[src/etr_cond_pkg.sv]
package etr_cond_pkg;
  localparam logic [7:0] SMC_ADDR      = 8'h08;
  localparam logic [15:0] SMC_RESET    = 16'h0000;
  localparam int         SFS_LSB       = 0;
  localparam int         TSC_LSB       = 4;
  localparam int         FLT_LSB       = 8;
  localparam int         PSC_LSB       = 12;
  localparam int         ECM2_BIT      = 14;
  localparam int         POL_BIT       = 15;
  localparam logic [15:0] SMC_WMASK    = 16'hffff;
  localparam logic [2:0] SFS_EXTCLK1   = 3'h7;
  localparam logic [2:0] SFS_RESET     = 3'h4;
  localparam logic [2:0] SFS_GATED     = 3'h5;
  localparam logic [2:0] SFS_TRIGGER   = 3'h6;
  localparam logic [2:0] TSC_INT_ZERO  = 3'h0;
  localparam logic [2:0] TSC_INT_ONE   = 3'h1;
  localparam logic [2:0] TSC_INT_TWO   = 3'h2;
  localparam logic [2:0] TSC_INT_THREE = 3'h3;
  localparam logic [2:0] TSC_TIED      = 3'h4;
  localparam logic [2:0] TSC_TI1       = 3'h5;
  localparam logic [2:0] TSC_TI2       = 3'h6;
  localparam logic [2:0] TSC_FILT_EXT  = 3'h7;
  localparam logic [7:0] DTS_DIV       = 8'h01;
endpackage

[src/ext_trig_filter.sv]
`timescale 1ns/10ps
// digital filter: sample at clock/div, switch after n equal samples
module ext_trig_filter (
  input  wire logic       mclk_in,
  input  wire logic       rst_in,
  input  wire logic [3:0] cfg_in,
  input  wire logic       din_in,
  output logic            dout_out
);
  typedef struct packed {
    logic [4:0] div_cnt;
    logic [3:0] run;
    logic       out;
  } filt_state_t;

  filt_state_t st_ff;
  filt_state_t nxt_st;
  logic [5:0]  div;
  logic [3:0]  len;

  always_comb begin
    div = 6'h01;
    len = 4'h1;
    case (cfg_in)
      4'h1: begin div = 6'h01; len = 4'h2; end
      4'h2: begin div = 6'h01; len = 4'h4; end
      4'h3: begin div = 6'h01; len = 4'h8; end
      4'h4: begin div = 6'h02; len = 4'h6; end
      4'h5: begin div = 6'h02; len = 4'h8; end
      4'h6: begin div = 6'h04; len = 4'h6; end
      4'h7: begin div = 6'h04; len = 4'h8; end
      4'h8: begin div = 6'h08; len = 4'h6; end
      4'h9: begin div = 6'h08; len = 4'h8; end
      4'ha: begin div = 6'h10; len = 4'h5; end
      4'hb: begin div = 6'h10; len = 4'h6; end
      4'hc: begin div = 6'h10; len = 4'h8; end
      4'hd: begin div = 6'h20; len = 4'h5; end
      4'he: begin div = 6'h20; len = 4'h6; end
      4'hf: begin div = 6'h20; len = 4'h8; end
      default: begin div = 6'h01; len = 4'h1; end
    endcase
  end

  always_comb begin
    nxt_st = st_ff;
    if ({1'b0, st_ff.div_cnt} >= div - 6'h01) begin
      nxt_st.div_cnt = 5'h00;
      // sample tick: count agreeing samples differing from output
      if (din_in == st_ff.out) begin
        nxt_st.run = 4'h0;
      end else if (st_ff.run + 4'h1 >= len) begin
        nxt_st.out = din_in;
        nxt_st.run = 4'h0;
      end else begin
        nxt_st.run = st_ff.run + 4'h1;
      end
    end else begin
      nxt_st.div_cnt = st_ff.div_cnt + 5'h01;
    end
  end

  always_ff @(posedge mclk_in or posedge rst_in) begin
    if (rst_in) begin
      st_ff <= '0;
    end else begin
      st_ff <= nxt_st;
    end
  end

  assign dout_out = st_ff.out;
endmodule // ext_trig_filter

[src/ext_trig_cond.sv]
// The register offsets and the plain strobed port were left to the implementer.
`timescale 1ns/10ps
// Behaviour
// - filter samples at clock/DIV, changes after N agreeing samples; 1111 is 32/8.
// - prescale field 00 bypass, 01 div2, 10 div4, 11 div8.
// - mode 2 enable clocks counter from filtered trigger; mode 1 uses the selected trigger.
// - both external clock modes enabled: filtered trigger is the clock.
// - polarity bit clear passes trigger, set inverts it.
// - internal triggers 0,2,3 come from instances fifteen, three, seventeen.
// - filter code 0000 disables filtering, direct sampling.
// - slave function 111 counts rising edges of selected trigger.
module ext_trig_cond (
  input  wire logic        mclk_in,
  input  wire logic        rst_in,
  input  wire logic [7:0]  addr_in,
  input  wire logic [15:0] wdata_in,
  input  wire logic        wr_in,
  input  wire logic        rd_in,
  output logic      [15:0] rdata_out,
  input  wire logic        ext_trigger_pin_in,
  input  wire logic        timer_instance_fifteen_in,
  input  wire logic        internal_trig_one_in,
  input  wire logic        timer_instance_three_in,
  input  wire logic        timer_instance_seventeen_in,
  input  wire logic        ti_edge_in,
  input  wire logic        ti1_filtered_in,
  input  wire logic        ti2_filtered_in,
  output logic             filtered_ext_trigger_out,
  output logic             slave_trigger_input_out,
  output logic             count_tick_out,
  output logic             slave_trig_edge_out
);
  typedef struct packed {
    logic [15:0] smc;
    logic [15:0] rdata;
    logic        pol_q;
    logic [2:0]  psc_cnt;
    logic        psc_out;
    logic        sel_q;
    logic        filt_q;
    logic        tick;
    logic        edge_p;
  } cond_state_t;

  typedef struct packed {
    logic [2:0] cnt;
    logic       out;
  } psc_step_t;

  cond_state_t st_ff;
  cond_state_t nxt_st;
  psc_step_t   psc_step;
  logic        pol_sig;
  logic        pol_rise;
  logic        filt;
  logic        filt_rise;
  logic        sel_trig;
  logic        sel_rise;
  logic        wr_hit;
  logic        rd_hit;
  logic        ecm2;
  logic        pol;
  logic [2:0]  sfs;
  logic [2:0]  tsc;
  logic [3:0]  flt;
  logic [1:0]  psc;

  function automatic logic [2:0] psc_mask(input logic [1:0] code);
    psc_mask = 3'((4'h1 << code) - 4'h1);
  endfunction

  // one address compare shared by the write and the read side
  function automatic logic addr_hit(input logic [7:0] addr);
    addr_hit = (addr == etr_cond_pkg::SMC_ADDR);
  endfunction

  function automatic logic rising(input logic now, input logic was);
    rising = now & ~was;
  endfunction

  // one active edge through the divider: high at wrap, low at half count
  function automatic psc_step_t psc_advance(
    input logic [2:0] cnt,
    input logic       out,
    input logic [1:0] code
  );
    psc_step_t  res;
    logic [2:0] top;
    logic [2:0] half;
    top     = psc_mask(code);
    half    = top >> 1;
    res.cnt = cnt;
    res.out = out;
    if (cnt >= top) begin
      res.cnt = 3'h0;
      res.out = 1'b1;
    end else begin
      res.cnt = cnt + 3'h1;
      if (cnt == half) begin
        res.out = 1'b0;
      end
    end
    psc_advance = res;
  endfunction

  // mode 2 wins over mode 1 when both are set
  function automatic logic tick_select(
    input logic       mode2,
    input logic [2:0] func,
    input logic       ext_rise,
    input logic       trg_rise
  );
    logic res;
    res = 1'b0;
    if (mode2) begin
      res = ext_rise;
    end else if (func == etr_cond_pkg::SFS_EXTCLK1) begin
      res = trg_rise;
    end
    tick_select = res;
  endfunction

  // unmapped reads and idle cycles both return zero
  function automatic logic [15:0] read_mux(
    input logic        hit,
    input logic [15:0] value
  );
    logic [15:0] res;
    res = 16'h0000;
    if (hit) begin
      res = value;
    end
    read_mux = res;
  endfunction

  assign sfs    = st_ff.smc[etr_cond_pkg::SFS_LSB +: 3];
  assign tsc    = st_ff.smc[etr_cond_pkg::TSC_LSB +: 3];
  assign flt    = st_ff.smc[etr_cond_pkg::FLT_LSB +: 4];
  assign psc    = st_ff.smc[etr_cond_pkg::PSC_LSB +: 2];
  assign ecm2   = st_ff.smc[etr_cond_pkg::ECM2_BIT];
  assign pol    = st_ff.smc[etr_cond_pkg::POL_BIT];
  assign wr_hit = wr_in & addr_hit(addr_in);
  assign rd_hit = rd_in & addr_hit(addr_in);
  // invert before anything else so every later stage sees active-high
  assign pol_sig   = ext_trigger_pin_in ^ pol;
  assign pol_rise  = rising(pol_sig, st_ff.pol_q);
  assign sel_rise  = rising(sel_trig, st_ff.sel_q);
  assign filt_rise = rising(filt, st_ff.filt_q);

  ext_trig_filter i_ext_trig_filter (
    .mclk_in  (mclk_in),
    .rst_in   (rst_in),
    .cfg_in   (flt),
    .din_in   (st_ff.psc_out),
    .dout_out (filt)
  );

  always_comb begin
    sel_trig = 1'b0;
    if (tsc == etr_cond_pkg::TSC_INT_ZERO) begin
      sel_trig = timer_instance_fifteen_in;
    end else if (tsc == etr_cond_pkg::TSC_INT_ONE) begin
      sel_trig = internal_trig_one_in;
    end else if (tsc == etr_cond_pkg::TSC_INT_TWO) begin
      sel_trig = timer_instance_three_in;
    end else if (tsc == etr_cond_pkg::TSC_INT_THREE) begin
      sel_trig = timer_instance_seventeen_in;
    end else if (tsc == etr_cond_pkg::TSC_TIED) begin
      sel_trig = ti_edge_in;
    end else if (tsc == etr_cond_pkg::TSC_TI1) begin
      sel_trig = ti1_filtered_in;
    end else if (tsc == etr_cond_pkg::TSC_TI2) begin
      sel_trig = ti2_filtered_in;
    end else begin
      sel_trig = filt;
    end
  end

  always_comb begin
    nxt_st       = st_ff;
    nxt_st.pol_q = pol_sig;
    psc_step     = psc_advance(st_ff.psc_cnt, st_ff.psc_out, psc);
    // bypass follows the pin level; divided modes move only on active edges
    if (psc == 2'h0) begin
      nxt_st.psc_out = pol_sig;
      nxt_st.psc_cnt = 3'h0;
    end else if (pol_rise) begin
      nxt_st.psc_cnt = psc_step.cnt;
      nxt_st.psc_out = psc_step.out;
    end
    nxt_st.sel_q  = sel_trig;
    nxt_st.filt_q = filt;
    nxt_st.edge_p = sel_rise;
    nxt_st.tick   = tick_select(ecm2, sfs, filt_rise, sel_rise);
    nxt_st.rdata  = read_mux(rd_hit, st_ff.smc);
    if (wr_hit) begin
      nxt_st.smc = wdata_in & etr_cond_pkg::SMC_WMASK;
    end
  end

  always_ff @(posedge mclk_in or posedge rst_in) begin
    if (rst_in) begin
      st_ff <= '0;
      st_ff.smc <= etr_cond_pkg::SMC_RESET;
    end else begin
      st_ff <= nxt_st;
    end
  end

  assign rdata_out = st_ff.rdata;
  assign filtered_ext_trigger_out = st_ff.filt_q;
  assign slave_trigger_input_out = st_ff.sel_q;
  assign count_tick_out = st_ff.tick;
  assign slave_trig_edge_out = st_ff.edge_p;
endmodule // ext_trig_cond

[config.mk]
export PLATFORM = sky130hd
export DESIGN_NAME = ext_trig_cond
export DESIGN_NICKNAME = d
export VERILOG_FILES = /design/src/etr_cond_pkg.sv /design/src/ext_trig_filter.sv /design/src/ext_trig_cond.sv
export SDC_FILE = /design/constraint.sdc
export NUM_CORES = 1
export LEC_CHECK = 0
export BUFFER_PORTS_ARGS = -buffer_cell sky130_fd_sc_hd__buf_2
export CORE_MARGIN = 2
export CORE_UTILIZATION = 55
export CTS_BUF_LIST = sky130_fd_sc_hd__clkbuf_2 sky130_fd_sc_hd__clkbuf_4 sky130_fd_sc_hd__clkbuf_8
export CTS_CLUSTER_DIAMETER = 100
export CTS_CLUSTER_SIZE = 40
export DETAILED_ROUTE_END_ITERATION = 6
export PLACE_DENSITY_LB_ADDON = 0.2
export SYNTH_ARGS = -nofsm -noshare
export SYNTH_HDL_FRONTEND = slang
export SYNTH_SLANG_ARGS = --single-unit
[constraint.sdc]
create_clock -name mclk_in -period 7.94 [get_ports mclk_in]
set_input_delay 1.191 -clock mclk_in [delete_from_list [all_inputs] [get_ports mclk_in]]
set_output_delay 1.191 -clock mclk_in [all_outputs]
set_load 0.01 [all_outputs]
# Yosys cells after proc, flatten, opt, wreduce, memory -nomap -nowiden
# Memories as Yosys holds them, arrays and structs flattened.
# Cells that the tools add are included.
word_totals:
  reg_bits: 51
  mem_bits_ro: 160
  inputBits: 36
  out_inout_bits: 20
  word_cells: 65
  n_memories: 1
memory_table:
  columns: ["memory", "depth", "word_bits", "rd", "rd_clocked_by_memory_dff", "wr", "line_no", "source"]
  rows:
  - ["(name not given)", 16, 10, 1, 0, 0, "ext_trig_filter.sv:24", "case (cfg_in)"]
op_classes:
  add_sub_neg: 5
  magnitude_cmp: 3
  eq_ne: 10
  n_shift: 1
  n_mux: 17
  bitwise: 10
  n_reduce_logical: 6
op_table:
  columns: ["operator", "n"]
  rows:
  - ["two-way mux 4 bit", 5]
  - ["two-way mux 16 bit", 1]
  - ["== test 3 bit, second input constant", 4]
  - ["two-way mux 1 bit", 10]
  - ["== test 8 x 4 -> 1 bit, second input constant", 1]
  - ["== test 3 x 2 -> 1 bit, second input constant", 2]
  - ["greater-or-equal comparator 5 x 6 -> 1 bit", 1]
  - ["subtractor 6 x 1 -> 6 bit, second input constant", 1]
  - ["adder 5 x 1 -> 5 bit, second input constant", 1]
  - ["bitwise AND 1 bit", 5]
  - ["two-way mux 5 bit", 1]
  - ["adder 4 x 1 -> 4 bit, second input constant", 1]
  - ["greater-or-equal comparator 4 bit", 1]
  - ["inverter 1 bit", 4]
  - ["adder 3 x 1 -> 3 bit, second input constant", 1]
  - ["== test 3 x 1 -> 1 bit, second input constant", 1]
  - ["== test 3 x 2 -> 1 bit", 1]
  - ["greater-or-equal comparator 3 bit", 1]
  - ["zero test 3 bit", 1]
  - ["AND reduction 3 bit", 1]
  - ["nonzero test 3 bit", 1]
  - ["<< shifter 1 x 2 -> 3 bit, first input constant", 1]
  - ["subtractor 3 x 1 -> 3 bit, second input constant", 1]
  - ["zero test 2 bit", 1]
  - ["other kinds (4)", 4]

# Depth between registers and ports, before layout
# Gate-level depths: netlist of the first run.
logic_depth:
  ltp_word: 11
  ltp_mapped: 13
  ltp_nobuf: 12

# By module
# Synthesis of the first run repeated with hierarchy kept, for this count alone.
hier_totals:
  hier_cells: 244
  area_unflattened_um2: 2808.9
by_module_without_submodules:
  columns: ["module", "instances", "cells_each", "area_each_um2", "seq_area_each_um2"]
  rows:
  - ["ext_trig_cond", 1, 139, 1834.3, 1026.0]
  - ["ext_trig_filter", 1, 105, 974.7, 250.2]

# Worst setup path after synthesis of the first run
# Ideal clock, no wire load.
synth_timing:
  path_type: "register to register"
  from: "reg st_ff (netlist bit flt[3])"
  to: "reg i_ext_trig_filter.st_ff[1] in the netlist's numbering"
  setup_time_ps: 128
  t_arrival_ps: 2838
  required_time_ps: 7812
  setup_slack_ps: 4974
  path_stages_with_launch: 14
  n_path_buf: 2
  period_less_slack_ps: 2966
  path_cell_list: "dfrtp_1 clkbuf_1 clkbuf_1 or2_2 ha_1 xor2_1 nand2_1 o31ai_1 a21oi_1 ha_1 a21o_1 a31oi_2 nor2_2 mux2_1"
synth_between:
  elab_chain_cells: 4
  word_cells_on_any_way: 6
  cone_classes: "1 x add/sub; 2 x order compare; 2 x mux; 1 x memory"
synth_rtl:
  columns: ["item", "line_no", "source"]
  rows:
  - ["start, declared", "ext_trig_cond.sv:50", "cond_state_t st_ff;"]
  - ["start signal, assigned", "ext_trig_cond.sv:206", "st_ff <= nxt_st;"]
  - ["memory (16 x 10 bit) *", null, null]
  - ["branches (longest 3 deep; another with subtractor 6 x 1 -> 6 bit)", null, null]
  - ["end signal, assigned", "ext_trig_filter.sv:66", "st_ff <= nxt_st;"]
  - ["end, declared", "ext_trig_filter.sv:16", "filt_state_t st_ff;"]
# Mark *: on every way between the ends.
# A chain may end at the register's enable or synchronous reset.

# Worst setup path in the final report of the first run
# Ends and elaborated chain as after synthesis.

==> metrics.md, run 1 <==
| Metric | Value |
|---|---|
| Status | `completed` |
| Clock skew | `0.00578 ns` |
| Worst setup SP type | `flip-flop` |
| Layout area overhead | `10.8%` |
| Area leader, netlist | `dfrtp_1` |
| Diodes inserted | `0` |
| Critical Path RT | `8.12 ns` |
| Power density cells | `192 nW/µm²` |
| CTS sink cnt | `51` |
| Unrepaired setup endpoints after global routing | `no` |
| Clock buffer depth | `2` |
| Finished Cell Area | `3070 µm²` |
| Layout cells sized above 1 | `0.297` |
| Setup violators final | `0` |
| Initial core utilization | `0.578` |
| Initial antenna violation count | `0` |
| First-pass GRT wire length | `7.38 mm` |
| Vias in the first global route | `1540` |
| CP max FO | `16` |
| IO Pins | `56` |
| Router iterations before antenna repair | `4` |
| Post-CTS sizing | `0` |
| Dominant synthesized flop cell | `dfrtp_1` |
| Area of the mapped netlist | `2770 µm²` |
| Multi-input gate area | `1280 µm²` |
| Synth Area in Compound Gates | `0.0841` |
| Post-synth top cells | `51 x dfrtp_1, 22 x ha_1, 19 x and3_1` |
| Post-Synth Adder-Cell Area | `0.0995` |
| Crit path arrival time | `between 3 and 4 ns` |
| DR WL/cell | `13.5 µm` |
| Post-Synth Simple-Gate Area | `0.123` |
| Post-synthesis mux area share | `0.126` |
| Register area | `1280 µm²` |
| Leak | `between 1.5 and 2 nW` |
| Mapped Cells | `between 200 and 250` |
| # Post-CTS Setup Buffers | `0` |
| IR drop worst, VDD | `105 µV` |
| IO Port Bufs | `55` |
| Placed Area | `2960 µm²` |
| YS warnings | `0` |
| Insertion delay to the later sink of the worst-skew pair | `between 0.2 and 0.3 ns` |
| Remaining antenna violation count | `0` |
| FMAX | `324 MHz` |
| Placeable core area | `4790 µm²` |
| Largest net degree at the start of global routing | `52` |
| Min-Delay Path Class | `reg -> reg` |
| Drt via density | `5.21` |
| GRT Overall Usage | `0.173` |
| Post-route clock period utilization | `0.389` |
| Worst slew margin | `0.320` |
| Synth area leaders | `dfrtp_1 46%, ha_1 9.9%, mux2_4 5.4%, buf_4 4.6%, and3_1 4.3%` |
| Post-Route WL | `4.64 mm` |
| Final nets | `334` |
| Final Max Slew Viols | `0` |
| Total of max-cap violations | `0` |
| Seq cells post-synth | `51` |
| Root Driver | `clkbuf_8` |
| Remaining Overflow, GRT | `0` |
| Post-Route Setup TNS | `0 ns` |
| Drt initial violations | `50` |
| Xor/xnor share of the synthesized area | `0.0316` |
| Row Count | `25` |
| Most numerous cell in the Yosys netlist | `dfrtp_1` |
| Seq/Total Area, Yosys | `0.461` |
| Cts bufs inserted | `5` |
| Number of synthesized flops with an enable pin | `0` |
| Library cells used by synthesis | `47` |
| Clk slew on worst S/H paths | `0.09 ns` |
| Ys async rst share | `1.00` |
| GP Congestion | `0.804` |
| Post-synth net total | `297` |
| Syn Area/Cell | `11.6 µm²` |
| Chip Height | `74.9 µm` |
| CTS tree | `yes` |
| Total number of vias | `about 1800` |
| Worst slew pin tran | `1.02 ns` |
| Fillcell total | `388` |
| Share of the synthesized area in the top cell type | `0.461` |
| Cts hold-fix bufs | `0` |
| Post-layout min period | `3.09 ns` |
| DRC | `0` |
| H-Tree Depth | `2` |
| Largest family of logic cells by synthesized area | `multiplexers` |
| Final hold violation count | `0` |
| Class of the most critical setup path | `reg -> reg` |
| DPL Wire Length | `3.46 mm` |
| Die X-Extent | `around 75 µm` |
| Die area | `5620 µm²` |
| CP endpoint kind | `flip-flop` |
## placed cells by master, fill, tap and decap left out, types with 2 or more instances in the layout
| cell type | Yosys | layout |
|---|---|---|
| nor2_1 | 10 | 10 |
| nand3_1 | 6 | 6 |
| and3_1 | 19 | 19 |
| mux2_1 | 8 | 8 |
| mux2_2 | 2 | 2 |
| buf_2 | 1 | 55 |
| ha_1 | 22 | 22 |
| mux2i_1 | 4 | 4 |
| dfrtp_1 | 51 | 51 |
| clkbuf_8 | 0 | 5 |
| o211ai_1 | 2 | 2 |
| o31ai_1 | 3 | 3 |
| a21o_1 | 2 | 2 |
| nand4_1 | 2 | 2 |
| o21ai_0 | 4 | 4 |
| inv_1 | 10 | 9 |
| mux2_4 | 10 | 10 |
| xor2_1 | 7 | 7 |
| xnor2_1 | 3 | 3 |
| nand2b_1 | 5 | 5 |
| nand2_1 | 7 | 7 |
| a21oi_1 | 5 | 5 |
| nor2b_1 | 2 | 2 |
| o21ai_1 | 4 | 4 |
| o41ai_1 | 2 | 2 |
| mux4_2 | 2 | 2 |
| nor3_1 | 2 | 2 |
| a211o_1 | 2 | 2 |
| o21a_1 | 2 | 2 |
## report_power, final
group	total [mW]	switching, mW	internal, mW
combinational	0.121	0.0639	0.0576
sequential	0.297	0.0195	0.278
clock	0.171	0.0789	0.0921
## registers in the layout (all words and copies together) (netlist names)
signal and count:
filtered_ext_trigger_out 1, flt 4, slave_trigger_input_out 1, i_ext_trig_filter.st_ff 9, slave_trig_edge_out 1, rdata_out 16
psc 2, ecm2 1, pol 1, st_ff 10, i_ext_trig_filter.dout_out 1, count_tick_out 1
sfs 3
## worst max-delay path: stages, from the launching register on
cell     delay (ns)
dfrtp_1        0.56
or2_2          0.37
ha_1           0.25
xor2_1         0.18
nand2_1        0.07
o31ai_1        0.07
a21oi_1        0.17
ha_1           0.27
a21o_1         0.19
a31oi_2        0.38
nor2_2         0.13
mux2_1         0.34
## layout make-up
cell class | instances | share of cell area
clock inverters | 2 | 0.0122
repair buffers | 55 | 0.0898
multi-input cells | 152 | 0.419
clock buffers | 5 | 0.0224
flip-flops and latches | 51 | 0.416
well taps | 67 | 0.0273
inverters | 11 | 0.0135
## cells by family (layout without fill, tap and decap cells)
group	after synthesis	after routing
buf+inv	36	73
fa+ha+maj	22	22
flops	51	51
mux	26	26
simple gates	61	61
compound gates	33	33
xor+xnor	10	10
## path summary, 6_finish.rpt
kind	start	to	slack, ns	cells after the start
worst min register to register	slave_trigger_input_out$_DFF_PP0_	slave_trig_edge_out$_DFF_PP0_	0.46	1
worst max register to register	flt[3]$_DFFE_PP0P_	i_ext_trig_filter.st_ff[1]$_DFFE_PP0N_	4.85	11
worst max-delay path	flt[3]$_DFFE_PP0P_	i_ext_trig_filter.st_ff[1]$_DFFE_PP0N_	4.85	11
min in group asynchronous	rst_in	st_ff[8]$_DFF_PP0_	1.14	2
worst min-delay path	slave_trigger_input_out$_DFF_PP0_	slave_trig_edge_out$_DFF_PP0_	0.46	1
max in group asynchronous	rst_in	st_ff[31]$_DFFE_PP0P_	6.18	2
## per-stage QoR
| step | hold WS, ns | instances | util | power [mW] | setup WS [ns] |
|---|---|---|---|---|---|
| after CTS | 0.460 | 343 | 0.641 | 0.596 | 4.83 |
| final | 0.460 | 343 | 0.641 | 0.590 | 4.85 |
| after global placement | 0.440 | 336 | 0.619 | 0.421 | 4.95 |
| after detailed placement | 0.447 | 336 | 0.619 | 0.425 | 4.85 |
| after floorplan | 0.420 | 239 | - | 0.389 | 4.97 |
| after global routing | 0.473 | 343 | 0.641 | 0.625 | 4.62 |
## layer usage
layer,up-vias,GRT usage,share of wire
met1,841,0.256,0.48
li1,899,-,-
met3,5,0.0308,0.051
met2,43,0.263,0.46
met5,-,0,0
met4,0,0.0476,0.0099
No activity file was read; power rests on OpenSTA's default activity.
==> run 2: changes to the inputs <==
ABC_AREA = 1   (was unset)
CORE_UTILIZATION = 52   (was 55)
clock period = 2.75 ns   (was 7.94 ns; I/O delays follow)
==> run 2 against run 1 <==
Compared with the run above: power grew to 3.0 times the previous value; area after synthesis is 2.5% higher; worst setup slack worse by 4.5 ns; register-to-register slack worse by 4.5 ns; sequential share of layout area is 1.2 points lower; global-route usage is 1.2 points higher; sequential cell count stayed put; hold slack worse by 0.43 ns.
==> metrics.md, run 2 <==
| Metric | Value |
|---|---|
| Status | `completed` |
| Most numerous cell in the Yosys netlist | `nand2_1` |
| Remaining Overflow, GRT | `0` |
| Die X-Extent | `77.9 µm` |
| DR WL/cell | `11.7 µm` |
| Final Max Slew Viols | `0` |
| IO Port Bufs | `55` |
| IO Pins | `56` |
| Area leader, netlist | `dfrtp_1` |
| Clock skew | `0.0113 ns` |
| CP Buf/Inv Count | `4` |
| Unrepaired setup endpoints after global routing | `no` |
| Pre-CTS setup slack | `around 0.18 ns` |
| YS warnings | `0` |
| Setup slack after layout | `0.307 ns` |
| Initial antenna violation count | `0` |
| Drt via density | `4.90` |
| H-Tree Depth | `2` |
| Most used cell, CP | `nand2_1` |
| Setup violators final | `0` |
| DRC | `0` |
| Post-synth top cells | `68 x nand2_1, 51 x dfrtp_1, 42 x inv_1` |
| Synth area leaders | `dfrtp_1 45%, ha_1 9.7%, nand2_1 9.0%, nand3_1 6.2%, inv_1 5.6%` |
| Seq cells post-synth | `between 50 and 60` |
| Reg-to-Reg End | `i_ext_trig_filter.dout_out$_DFFE_PP0P_` |
| Insertion delay to the later sink of the worst-skew pair | `0.30 ns` |
| Flop-to-flop setup slack | `about 0.3 ns` |
| Layout cells sized above 1 | `0.220` |
| CTS tree | `yes` |
| Post-synth net total | `approximately 390` |
| Diodes inserted | `0` |
| CP Capture Point | `i_ext_trig_filter.dout_out$_DFFE_PP0P_` |
| Reg2reg path depth | `14` |
| Power density cells | `566 nW/µm²` |
| R2r startpoint | `flt[2]$_DFFE_PP0P_` |
| Worst setup SP type | `flip-flop` |
| Number of synthesized flops with an enable pin | `0` |
| Vias in the first global route | `between 1500 and 2000` |
| Worst slew margin | `0.663` |
| IR drop worst, VDD | `between 200 and 250 µV` |
| Final hold violation count | `0` |
| Cts hold-fix bufs | `0` |
| CP startpoint | `flt[2]$_DFFE_PP0P_` |
| Area of the mapped netlist | `2840 µm²` |
| Critical path's top delay family | `simple AND/OR/NAND/NOR gates` |
| Clk slew on worst S/H paths | `0.10 ns` |
| Fillcell total | `459` |
| Initial core utilization | `0.549` |
| Worst path depth | `14` |
| Layout area overhead | `11.5%` |
| First-pass GRT wire length | `8.94 mm` |
| Cts bufs inserted | `5` |
| CTS sink cnt | `51` |
| Clock buffer depth | `2` |
| Share of the synthesized area in the top cell type | `0.450` |
| Router iterations before antenna repair | `4` |
| Root Driver | `clkbuf_8` |
| Remaining antenna violation count | `0` |
| Class of the most critical setup path | `reg -> reg` |
| GP Congestion | `around 0.90` |
| Row Count | `26` |
| Post-layout min period | `2.44 ns` |
| Mapped Cells | `330` |
| Library cells used by synthesis | `29` |
| Final nets | `429` |
| Min-Delay Path Class | `in -> async` |
| Most used cells in the layout excluding fill and tap cells | `68 x nand2_1, 55 x buf_2, 50 x dfrtp_1` |
| Worst-path cell chain | `inv_1 > nand2_1 > ha_1 > xnor2_1 > inv_1 > ha_1 > nand2_1 > inv_1 > nand4_1 > nand4_4 > nand2_1 > nand2_1 > nand2_1 > inv_1` |
| Ys async rst share | `1.00` |
| Most common cell after layout, fill and taps aside | `nand2_1` |
| DPL Wire Length | `3.93 mm` |
| Drt initial violations | `100` |
| Hold slack final | `0.0332 ns` |
| Leak | `1.71 nW` |
| Max reg flops | `16` |
| Chip Height | `77.9 µm` |
| Finished Cell Area | `3160 µm²` |
| Syn Area/Cell | `about 8.6 µm²` |
| FMAX | `409 MHz` |
| CP max stage delay | `0.49 ns` |
| Die area | `~6000 µm²` |
| Crit path arrival time | `2.65 ns` |
| GRT Overall Usage | `0.185` |
| CP endpoint kind | `flip-flop` |
| Seq/Total Area, Yosys | `0.450` |
| Total number of vias | `2166` |
| Critical Path RT | `2.96 ns` |
| Post-Route WL | `5.18 mm` |
| Worst slew pin tran | `0.501 ns` |
| Fin util | `0.612` |
| CP max FO | `14` |
| Post-Route Setup TNS | `0 ns` |
| Dominant synthesized flop cell | `dfrtp_1` |
| Placed Area | `approximately 3000 µm²` |
| Slowest-stage cell, CP | `dfrtp_2` |
| Largest net degree at the start of global routing | `38` |
| Post-route clock period utilization | `0.888` |
| Total of max-cap violations | `0` |
| Placeable core area | `approximately 5200 µm²` |
==> run 2: final cells by class <==
| type | instances | area [µm²] | area share |
|---|---|---|---|
| sequential | 51 | 1280 | 0.404 |
| clock inverter | 3 | 43.8 | 0.0138 |
| clock buffer | 5 | 68.8 | 0.0217 |
| timing repair buffer | 57 | 290 | 0.0917 |
| inverter | 42 | 158 | 0.0498 |
| multi-input combinational | 214 | 1240 | 0.391 |
| tap | 70 | 87.6 | 0.0277 |
==> run 2: cells by family after synthesis <==
| group | synth area share |
|---|---|
| DFF | 0.450 |
| xor gates and xnor gates | 0.0216 |
| and+or+nand+nor | 0.245 |
| adders and majority gates | 0.0970 |
| AOI/OAI and AO/OA | 0.0697 |
| buffers and inverters | 0.117 |
==> run 2: worst reg2reg max path, stage by stage, from the launching register on <==
cell     delay (ns)
dfrtp_2        0.49
inv_1          0.24
nand2_1        0.17
ha_1           0.24
xnor2_1        0.15
inv_1          0.06
ha_1           0.27
nand2_1        0.08
inv_1          0.04
nand4_1        0.16
nand4_4        0.21
nand2_1        0.11
nand2_1        0.05
nand2_1        0.05
inv_1          0.03
==> run 2: routing by layer <==
metal / track usage / up-vias / share of wire
met2: 0.267 / 72 / 0.41
met4: 0.0429 / 0 / 0.0083
li1: - / 1124 / -
met5: 0 / - / 0
met1: 0.285 / 966 / 0.53
met3: 0.0384 / 4 / 0.059
==> run 2: worst min path at each step <==
| stage | to | slack [ns] | depth (start not counted) |
|---|---|---|---|
| floorplan | filtered_ext_trigger_out$_DFF_PP0_ | 0.39 | 0 |
| global placement | rdata_out[7]$_DFF_PP0_ | 0.38 | 2 |
| detailed placement | i_ext_trig_filter.st_ff[2]$_DFFE_PP0N_ | 0.37 | 2 |
| CTS | i_ext_trig_filter.st_ff[3]$_DFFE_PP0N_ | 0.04 | 2 |
| global route | i_ext_trig_filter.st_ff[1]$_DFFE_PP0N_ | 0.06 | 2 |
| finish | i_ext_trig_filter.st_ff[3]$_DFFE_PP0N_ | 0.03 | 2 |
==> run 2: stage by stage <==
step	std cells	power [mW]
after global placement	434	1.26
final	442	1.79
after floorplan	330	1.17
after CTS	442	1.80
after detailed placement	434	1.28
after global routing	442	1.93
==> run 2: report_power, final <==
part	total (mW)	internal, mW	switching, mW
combinational	0.410	0.165	0.245
sequential	0.858	0.805	0.0537
clock	0.523	0.271	0.252
total	1.79	1.24	0.551
==> run 2: timing repair <==
item / in CTS / in global routing
setup endpoints to repair: 0 / 6
setup buffers: 0 / 0
gates resized for setup: 0 / 2
